$ cat config.mk
export PLATFORM = sky130hd
export DESIGN_NAME = rs485_poll_and_modbus_responder
export DESIGN_NICKNAME = d
export VERILOG_FILES = /design/src/poll_responder_pkg.sv /design/src/rs485_poll_and_modbus_responder.sv
export VERILOG_INCLUDE_DIRS = /design/src /design/src/src
export SDC_FILE = /design/constraint.sdc
export NUM_CORES = 2
export LEC_CHECK = 0
export ABC_AREA = 1
export BUFFER_PORTS_ARGS = -buffer_cell sky130_fd_sc_hd__buf_2
export CORE_AREA = 2 2 320 322
export CTS_CLUSTER_DIAMETER = 100
export DETAILED_ROUTE_END_ITERATION = 12
export DIE_AREA = 0 0 322 324
export SYNTH_ARGS = -nofsm -noshare
export SYNTH_HDL_FRONTEND = slang
export SYNTH_SLANG_ARGS = --single-unit
$ cat constraint.sdc
create_clock -name clk_sys -period 8.4 [get_ports clk_sys]
set_input_delay 1.26 -clock clk_sys [delete_from_list [all_inputs] [get_ports clk_sys]]
set_output_delay 1.26 -clock clk_sys [all_outputs]
set_load 0.01 [all_outputs]
$ cat src/poll_responder_defs.svh
/*
  Constants for the RS-485 poll and Modbus responder: frame bytes, field
  positions, limits and reset values.
  Assumes inclusion by every file that decodes or builds frames.
*/
`ifndef POLL_RESPONDER_DEFS_SVH
`define POLL_RESPONDER_DEFS_SVH

// ****************************************
// Poll protocol bytes
// ****************************************
`define CMD_POLL 8'h25
`define CMD_SLEEP 8'h2B
`define CMD_WAKE 8'h2D
`define RESP_HEAD 8'hA5
`define ASCII_ZERO 8'h30
`define ASCII_POINT 8'h2E
`define POLL_LAST_IDX 4'h3
`define TXT_MAX 13

// ****************************************
// Modbus bytes and limits
// ****************************************
`define FUNC_READ 8'h03
`define FUNC_WRITE 8'h06
`define MB_LAST_IDX 4'h7
`define MB_CRC_IDX 4'h6
`define MB_DATA_IDX 9'h003
`define MB_MAX_REGS 16'h007D
`define CRC_INIT 16'hFFFF
`define CRC_POLY 16'hA001
`define HOLD_REGS 16
`define HOLD_LIMIT 16'h0010
`define MILLI_MAX 10'h3E7

// ****************************************
// Reset values
// ****************************************
`define PSAVE_RST 1'b0
`define HOLD_RST 16'h0000

`endif

$ cat src/poll_responder_pkg.sv
/*
  Types shared by the responder: its sequencing states.
  Assumes nothing of its surroundings.
*/
package poll_responder_pkg;

  // ****************************************
  // Sequencer states
  // ****************************************
  typedef enum logic [2:0] {
    ST_RX = 3'b001,
    ST_TXBUF = 3'b010,
    ST_TXREG = 3'b100
  } state_t;

endpackage

$ cat src/rs485_poll_and_modbus_responder.sv
/*
  Slave-side frame handler for a shared RS-485 line: ASCII poll protocol and
  Modbus RTU, with a 16-word transmit FIFO.
  Assumes a byte receiver and transmitter outside, synchronous to clk_sys;
  frame_gap pulses when the line has been idle long enough to end a frame.
*/
// What this block does
// - Velocity poll is byte 0x25, two identifier bytes, one checksum byte.
// - Identifier is two ASCII decimal digits; unit 2 is 0x30 0x32.
// - Request checksum is the modulo-256 sum of both identifier bytes.
// - Answer poll only on own identifier, carrying the current averaged velocity.
// - Response is 0xA5, two identifier bytes, speed text, one checksum.
// - Speed text has decimal point 0x2E and exactly three fractional digits.
// - Response checksum sums identifier bytes and all speed text bytes, modulo 256.
// - Request starting 0x2b puts the addressed device into power save.
// - Request starting 0x2d returns the addressed device to normal operation.
// - Never transmit unsolicited; reply only to a matching request.
// - Modbus characters are 8 data bits, even parity, one stop bit.
// - Registers are 16 bits; 1 to 125 consecutive registers per request.
// - Request: address, function, start high-low, count high-low, CRC low-high.
// - Read reply: address, function, byte count twice registers, data, CRC.
// - Modbus address byte is the sensor identifier; answer only that.
// - Function 0x03 reads holding registers, 0x06 writes one.
`timescale 1ns/100ps
`include "poll_responder_defs.svh"

// ****************************************
// Transmit FIFO
// ****************************************
module byte_fifo #(
  parameter int WIDTH = 9,
  parameter int DEPTH = 16
) (
  input wire logic clk_sys,
  input wire logic rstn,
  input wire logic [WIDTH-1:0] in_data,
  input wire logic in_valid,
  output logic in_ready,
  output logic [WIDTH-1:0] out_data,
  output logic out_valid,
  input wire logic out_ready
);
  localparam int AW = $clog2(DEPTH);
  logic [WIDTH-1:0] mem_reg [0:DEPTH-1];
  logic [AW-1:0] wr_reg, rd_reg;
  logic [AW:0] cnt_reg;
  logic push, pop;

  assign in_ready = cnt_reg != DEPTH[AW:0];
  assign out_valid = cnt_reg != '0;
  assign out_data = mem_reg[rd_reg];
  assign push = in_valid & in_ready;
  assign pop = out_valid & out_ready;

  always_ff @(posedge clk_sys) begin
    if (push) mem_reg[wr_reg] <= in_data;
  end

  always_ff @(posedge clk_sys or negedge rstn) begin
    if (!rstn) begin
      wr_reg <= '0;
      rd_reg <= '0;
      cnt_reg <= '0;
    end else begin
      if (push) wr_reg <= wr_reg + 1'b1;
      if (pop) rd_reg <= rd_reg + 1'b1;
      if (push && !pop) cnt_reg <= cnt_reg + 1'b1;
      else if (pop && !push) cnt_reg <= cnt_reg - 1'b1;
    end
  end
endmodule

// ****************************************
// Responder
// ****************************************
module rs485_poll_and_modbus_responder import poll_responder_pkg::*; (
  input wire logic clk_sys,
  input wire logic rstn,
  input wire logic modbus_mode,
  input wire logic [6:0] unit_id,
  input wire logic [15:0] avg_speed_int,
  input wire logic [9:0] avg_speed_milli,
  input wire logic [7:0] rx_data,
  input wire logic rx_parity,
  input wire logic rx_valid,
  output logic rx_ready,
  input wire logic frame_gap,
  output logic [7:0] tx_data,
  output logic tx_parity,
  output logic tx_valid,
  input wire logic tx_ready,
  output logic power_save
);

  function automatic logic [19:0] to_bcd(input logic [15:0] bin);
    logic [19:0] bcd;
    bcd = '0;
    for (int i = 15; i >= 0; i--) begin
      for (int d = 0; d < 5; d++) begin
        if (bcd[4*d+:4] > 4'h4) bcd[4*d+:4] = bcd[4*d+:4] + 4'h3;
      end
      bcd = {bcd[18:0], bin[i]};
    end
    return bcd;
  endfunction

  function automatic logic [15:0] crc_step(input logic [15:0] c, input logic [7:0] b);
    logic [15:0] r;
    r = c ^ {8'h00, b};
    for (int i = 0; i < 8; i++) begin
      r = r[0] ? ((r >> 1) ^ `CRC_POLY) : (r >> 1);
    end
    return r;
  endfunction

  state_t state_reg;
  logic [7:0] rxb_reg [0:7];
  logic [7:0] txb_reg [0:`TXT_MAX-1];
  logic [7:0] txt [0:`TXT_MAX-1];
  logic [15:0] hold_reg [0:`HOLD_REGS-1];
  logic [3:0] rcnt_reg, tlen_reg, txt_len;
  logic [8:0] tidx_reg, mb_end, dat_off;
  logic [15:0] rcrc_reg, tcrc_reg, mstart_reg, mb_addr, mb_val, mb_count, rd_idx, rd_val;
  logic [6:0] mcount_reg;
  logic [19:0] id_bcd, int_bcd, frac_bcd;
  logic [7:0] id_hi, id_lo, fifo_in;
  logic done_reg, bad_reg, rx_acc, is_start, ascii_ok, mb_ok, fifo_in_ready, push;

  // ****************************************
  // Receive framing
  // ****************************************
  assign rx_ready = (state_reg == ST_RX) && !done_reg;
  assign rx_acc = rx_valid & rx_ready;
  assign is_start = rx_data == `CMD_POLL || rx_data == `CMD_SLEEP || rx_data == `CMD_WAKE;

  // Start bytes never occur as digits or checksums, so outside Modbus mode a start byte resyncs
  always_ff @(posedge clk_sys or negedge rstn) begin
    if (!rstn) begin
      rcnt_reg <= '0;
      done_reg <= 1'b0;
      bad_reg <= 1'b0;
      rcrc_reg <= `CRC_INIT;
      for (int i = 0; i < 8; i++) rxb_reg[i] <= 8'h00;
    end else if (done_reg || frame_gap) begin
      rcnt_reg <= '0;
      done_reg <= 1'b0;
      bad_reg <= 1'b0;
      rcrc_reg <= `CRC_INIT;
    end else if (rx_acc && modbus_mode) begin
      rxb_reg[rcnt_reg[2:0]] <= rx_data;
      rcnt_reg <= rcnt_reg + 4'h1;
      bad_reg <= bad_reg | (^{rx_data, rx_parity});
      if (rcnt_reg < `MB_CRC_IDX) rcrc_reg <= crc_step(rcrc_reg, rx_data);
      done_reg <= rcnt_reg == `MB_LAST_IDX;
    end else if (rx_acc && is_start) begin
      rxb_reg[0] <= rx_data;
      rcnt_reg <= 4'h1;
    end else if (rx_acc && rcnt_reg != 4'h0) begin
      rxb_reg[rcnt_reg[2:0]] <= rx_data;
      rcnt_reg <= rcnt_reg + 4'h1;
      done_reg <= rcnt_reg == `POLL_LAST_IDX;
    end
  end

  // ****************************************
  // Frame checks
  // ****************************************
  assign id_bcd = to_bcd({9'h000, unit_id});
  assign id_hi = `ASCII_ZERO | {4'h0, id_bcd[7:4]};
  assign id_lo = `ASCII_ZERO | {4'h0, id_bcd[3:0]};
  assign ascii_ok = rxb_reg[1] == id_hi && rxb_reg[2] == id_lo
    && rxb_reg[3] == 8'(rxb_reg[1] + rxb_reg[2]);
  assign mb_ok = rxb_reg[0] == {1'b0, unit_id}
    && {rxb_reg[7], rxb_reg[6]} == rcrc_reg && !bad_reg;
  assign mb_addr = {rxb_reg[2], rxb_reg[3]};
  assign mb_val = {rxb_reg[4], rxb_reg[5]};
  assign mb_count = {rxb_reg[4], rxb_reg[5]};

  // ****************************************
  // Speed text
  // ****************************************
  assign int_bcd = to_bcd(avg_speed_int);
  assign frac_bcd = to_bcd({6'h00,
    (avg_speed_milli > `MILLI_MAX) ? `MILLI_MAX : avg_speed_milli});

  // Leading zeros of the integer part are suppressed, one digit always kept
  always_comb begin
    logic [3:0] k;
    logic lead;
    logic [7:0] sum;
    k = 4'h3;
    lead = 1'b0;
    sum = 8'h00;
    for (int i = 0; i < `TXT_MAX; i++) txt[i] = 8'h00;
    txt[0] = `RESP_HEAD;
    txt[1] = id_hi;
    txt[2] = id_lo;
    for (int d = 4; d >= 0; d--) begin
      if (int_bcd[4*d+:4] != 4'h0 || lead || d == 0) begin
        txt[k] = `ASCII_ZERO | {4'h0, int_bcd[4*d+:4]};
        k = k + 4'h1;
        lead = 1'b1;
      end
    end
    txt[k] = `ASCII_POINT;
    k = k + 4'h1;
    for (int d = 2; d >= 0; d--) begin
      txt[k] = `ASCII_ZERO | {4'h0, frac_bcd[4*d+:4]};
      k = k + 4'h1;
    end
    for (int i = 1; i < `TXT_MAX - 1; i++) begin
      if (i < k) sum = sum + txt[i];
    end
    txt[k] = sum;
    txt_len = k + 4'h1;
  end

  // ****************************************
  // Sequencer
  // ****************************************
  assign mb_end = `MB_DATA_IDX + {1'b0, mcount_reg, 1'b0};
  assign dat_off = tidx_reg - `MB_DATA_IDX;
  assign rd_idx = mstart_reg + {8'h00, dat_off[8:1]};
  assign rd_val = (rd_idx == 16'h0000) ? {9'h000, unit_id}
    : (rd_idx < `HOLD_LIMIT) ? hold_reg[rd_idx[3:0]] : 16'h0000;

  always_comb begin
    fifo_in = 8'h00;
    if (state_reg == ST_TXBUF) fifo_in = txb_reg[tidx_reg[3:0]];
    else if (tidx_reg == 9'h000) fifo_in = {1'b0, unit_id};
    else if (tidx_reg == 9'h001) fifo_in = `FUNC_READ;
    else if (tidx_reg == 9'h002) fifo_in = {mcount_reg, 1'b0};
    else if (tidx_reg == mb_end) fifo_in = tcrc_reg[7:0];
    else if (tidx_reg > mb_end) fifo_in = tcrc_reg[15:8];
    else fifo_in = dat_off[0] ? rd_val[7:0] : rd_val[15:8];
  end

  assign push = (state_reg != ST_RX) && fifo_in_ready;

  always_ff @(posedge clk_sys or negedge rstn) begin
    if (!rstn) begin
      state_reg <= ST_RX;
      tidx_reg <= '0;
      tlen_reg <= '0;
      tcrc_reg <= `CRC_INIT;
      mstart_reg <= '0;
      mcount_reg <= '0;
      for (int i = 0; i < `TXT_MAX; i++) txb_reg[i] <= 8'h00;
    end else begin
      case (state_reg)
        ST_RX: begin
          tidx_reg <= '0;
          tcrc_reg <= `CRC_INIT;
          if (done_reg && !modbus_mode && rxb_reg[0] == `CMD_POLL && ascii_ok) begin
            txb_reg <= txt;
            tlen_reg <= txt_len;
            state_reg <= ST_TXBUF;
          end else if (done_reg && modbus_mode && mb_ok && rxb_reg[1] == `FUNC_WRITE) begin
            for (int i = 0; i < 8; i++) txb_reg[i] <= rxb_reg[i];
            tlen_reg <= 4'h8;
            state_reg <= ST_TXBUF;
          end else if (done_reg && modbus_mode && mb_ok && rxb_reg[1] == `FUNC_READ
              && mb_count != 16'h0000 && mb_count <= `MB_MAX_REGS) begin
            mstart_reg <= mb_addr;
            mcount_reg <= mb_count[6:0];
            state_reg <= ST_TXREG;
          end
        end
        ST_TXBUF: begin
          if (push) begin
            tidx_reg <= tidx_reg + 9'h001;
            if (tidx_reg[3:0] == tlen_reg - 4'h1) state_reg <= ST_RX;
          end
        end
        ST_TXREG: begin
          if (push) begin
            tidx_reg <= tidx_reg + 9'h001;
            if (tidx_reg < mb_end) tcrc_reg <= crc_step(tcrc_reg, fifo_in);
            if (tidx_reg > mb_end) state_reg <= ST_RX;
          end
        end
        default: state_reg <= ST_RX;
      endcase
    end
  end

  // ****************************************
  // Holding registers and power save
  // ****************************************
  // Register 0 reads back the identifier and ignores writes
  always_ff @(posedge clk_sys or negedge rstn) begin
    if (!rstn) begin
      for (int i = 0; i < `HOLD_REGS; i++) hold_reg[i] <= `HOLD_RST;
    end else if (state_reg == ST_RX && done_reg && modbus_mode && mb_ok
        && rxb_reg[1] == `FUNC_WRITE && mb_addr < `HOLD_LIMIT && mb_addr != 16'h0000) begin
      hold_reg[mb_addr[3:0]] <= mb_val;
    end
  end

  always_ff @(posedge clk_sys or negedge rstn) begin
    if (!rstn) begin
      power_save <= `PSAVE_RST;
    end else if (done_reg && !modbus_mode && ascii_ok && rxb_reg[0] == `CMD_SLEEP) begin
      power_save <= 1'b1;
    end else if (done_reg && !modbus_mode && ascii_ok && rxb_reg[0] == `CMD_WAKE) begin
      power_save <= 1'b0;
    end
  end

  // ****************************************
  // Transmit path
  // ****************************************
  // Parity travels with the byte so the transmitter needs no second look
  byte_fifo #(.WIDTH(9), .DEPTH(16)) u_txq (
    .clk_sys(clk_sys),
    .rstn(rstn),
    .in_data({^fifo_in, fifo_in}),
    .in_valid(state_reg != ST_RX),
    .in_ready(fifo_in_ready),
    .out_data({tx_parity, tx_data}),
    .out_valid(tx_valid),
    .out_ready(tx_ready)
  );
endmodule

==> impl_metrics.toml <==
[clock_tree]
cts_tree = "built"
h-tree-depth = 3
cts.sinks = 659
clk_latency_ns = 0.64
clock_path_buffers = 3
root_buffer = "clkbuf_16"
postCtsHoldBufs = 0
path_clk_slew_ns = 0.06
cts_buffers = 69

[floorplanning]
placementRows = 117
io_pins = 60
start_util_pct = 44.5
die_area_um2 = 104000
die_w_um = 322
die_h_um = 324
fp.coreArea_um2 = 101000

[critical_path]
cp_common_cell = "buf_4"
path_buf_inv = 55
arrival_ns = 17.78
slowest_delay_ns = 0.58
crit_fanout = 8
critical_path_class = "input port to register"
cp.required_ns = 8.88
crit_family = "simple AND/OR/NAND/NOR gates"
worstSetupEndpointType = "register"
slowest_stage = "fa_2"
cp-start-kind = "input port"

[drt]
wl_um = 153000
via_per_inst = 5.43
wl_per_cell_um = 18.7
ant_nets = 0
drc = 0
via_count = 44400
firstDrtPassIters = 5
drtIter0Drc = 3681

[logic_synthesis]
yosysTopAreaCell = "dfrtp_1"
synth-edff-count = 144
yosys_register_bits = 659
ys_types = 85
yosysTopAreaCellShare_pct = 26.8
async_reset_ff_share_pct = 78.1
synth_nets = 6161
avgSynthCellArea_um2 = 7.61
synth_flop_cell = "dfrtp_1"
synth.cell_area_um2 = 45000
yosysSeqAreaShare_pct = 38.4
ys_warn_count = 0
ys_top_cells_by_area = "dfrtp_1, nand2_1, edfxtp_1"
synthCells = 5914

[timing]
period_share_pct = 206
fmax_mhz = 57.8
finalCriticalPeriod_ns = 17.30
timing.final.ws_setup_ns = -8.90
slew_headroom_pct = 20.5
finClkSkew_ns = 0.0370
fin_setup_tns_ns = -801.77
rsz0062_at_grt = "yes"
setup_viol = 103
worstMarginPinSlew_ns = 1.19
maxSlewViolCount = 0
hold_viol = 0

[layout]
layout_commonest_cell = "nand2_1"
seq_area_um2 = 17300
fin_nets = 7064
drive_above_1_share_pct = 28.5
fillers = 9228
layoutNonFillerInstCount = 8178
multi_input_area_um2 = 26100
largest_reg_flops = 256
syn_to_final_growth_pct = 30.1
layout_common_cells = "nand2_1, buf_4, inv_1"

[place]
hpwl_um = 108000
gp_congestion = 0.966
portBuffers = 59
place_inst = 7851

[flow_run]
drv_cap = 0

[hold_path]
hp-class = "register to register"

[outcome]
violations = "setup timing"
status = "complete, but fails checks"

[grt]
grt_usage_pct = 28.8
grt_pass1_vias = 42700
grt_antenna_before_repair = 1
grt_max_degree = 144
grt_overflow = 0
grt_pass1_wl_um = 237000
## routing by layer
metal / up-vias / global-route usage [%] / routed length, µm
li1: 21500 / - / -
met1: 21200 / 37.9 / 66000
met2: 1389 / 49.1 / 73100
met3: 317 / 2.95 / 8640
met4: 0 / 10.7 / 5560
met5: - / 0 / 0
## kinds of logic after synthesis
| logic type | count (synthesis) | synth area share, % |
|---|---|---|
| fa+ha+maj | 199 | 5.75 |
| other cells | 1 | 0.00834 |
| compound gates | 1331 | 17.2 |
| xor+xnor | 171 | 3.36 |
| buf+inv | 1056 | 9.26 |
| simple gates | 2385 | 23.6 |
| mux | 112 | 2.50 |
| flops | 659 | 38.4 |
## worst paths after layout
check	start	to	slack [ns]	cells after the start
max	avg_speed_int[14]	txb_reg[21]	-8.90	144
min	hold_reg[245]	hold_reg[245]	0.38	0
max reg2reg	tidx_reg[1]	tcrc_reg[0]	0.76	44
min reg2reg	hold_reg[245]	hold_reg[245]	0.38	0
max in group asynchronous	rstn	rxb_reg[59]	5.96	3
min in group asynchronous	rstn	hold_reg[139]	0.55	1
## repair_timing
item | CTS | global route
buffers inserted | 158 | 53
resized for setup | 268 | 265
pin swaps | 180 | 168
gates cloned | 1 | 0
endpoints found under the setup margin | 103 | 108
## Yosys cell counts (8+ instances only)
| master | n |
|---|---|
| dfstp_2 | 33 |
| o21ai_0 | 541 |
| xnor2_1 | 57 |
| or2_2 | 35 |
| nand4_1 | 54 |
| a21oi_1 | 369 |
| inv_2 | 45 |
| buf_6 | 15 |
| clkinv_1 | 17 |
| xor2_1 | 112 |
| a22oi_1 | 15 |
| nor3_1 | 56 |
| o21ai_1 | 41 |
| edfxtp_1 | 144 |
| o211ai_1 | 81 |
| nand2_1 | 1200 |
| a221oi_1 | 16 |
| inv_1 | 758 |
| a211oi_1 | 16 |
| buf_1 | 13 |
| fa_1 | 13 |
| o32ai_1 | 11 |
| o31ai_1 | 9 |
| nand3b_1 | 16 |
| nor4_1 | 27 |
| and2_1 | 12 |
| nor2_1 | 467 |
| o22ai_1 | 45 |
| o221ai_1 | 55 |
| o21a_1 | 8 |
| dfrtp_1 | 482 |
| o21bai_1 | 15 |
| nand3_1 | 342 |
| o2111ai_1 | 13 |
| nand2_2 | 96 |
| a31oi_1 | 32 |
| clkbuf_1 | 185 |
| a21oi_2 | 12 |
| nand2_4 | 25 |
| nand3_2 | 23 |
| mux2i_1 | 110 |
| o21ai_2 | 14 |
| ha_1 | 186 |
## through the flow
step | hold WS, ns | worst slack, ns | utilization, % | instance area [µm²]
detailed placement | 0.366 | -9.84 | 52.1 | 52700
finish | 0.376 | -8.90 | 57.9 | 58500
global placement | 0.364 | -9.44 | 52.1 | 52700
CTS | 0.382 | -8.43 | 56.5 | 57100
floorplan | 0.424 | -8.73 | - | 45700
global route | 0.385 | -9.82 | 57.9 | 58500
## area by class of cell
| class | instances | share of cell area, % |
|---|---|---|
| timing repair buffer | 1064 | 13.8 |
| tap | 1309 | 2.80 |
| clock inverter | 25 | 0.560 |
| antenna | 1 | 0.00428 |
| inverter | 823 | 5.43 |
| multi-input combinational | 4200 | 44.5 |
| clock buffer | 97 | 3.37 |
| sequential | 659 | 29.5 |
## worst register-to-register path, delay by kind of cell (launching register included)
kind	cells	cell delay (ns)
buf+inv	9	1.27
simple gates	15	1.96
compound gates	12	1.84
flops	1	0.37
fa+ha+maj	1	0.38
xor+xnor	7	1.75
Power is left out: the tool's default activity adds up to more than one toggle a clock period on the data nets, which glitch-free logic cannot reach.
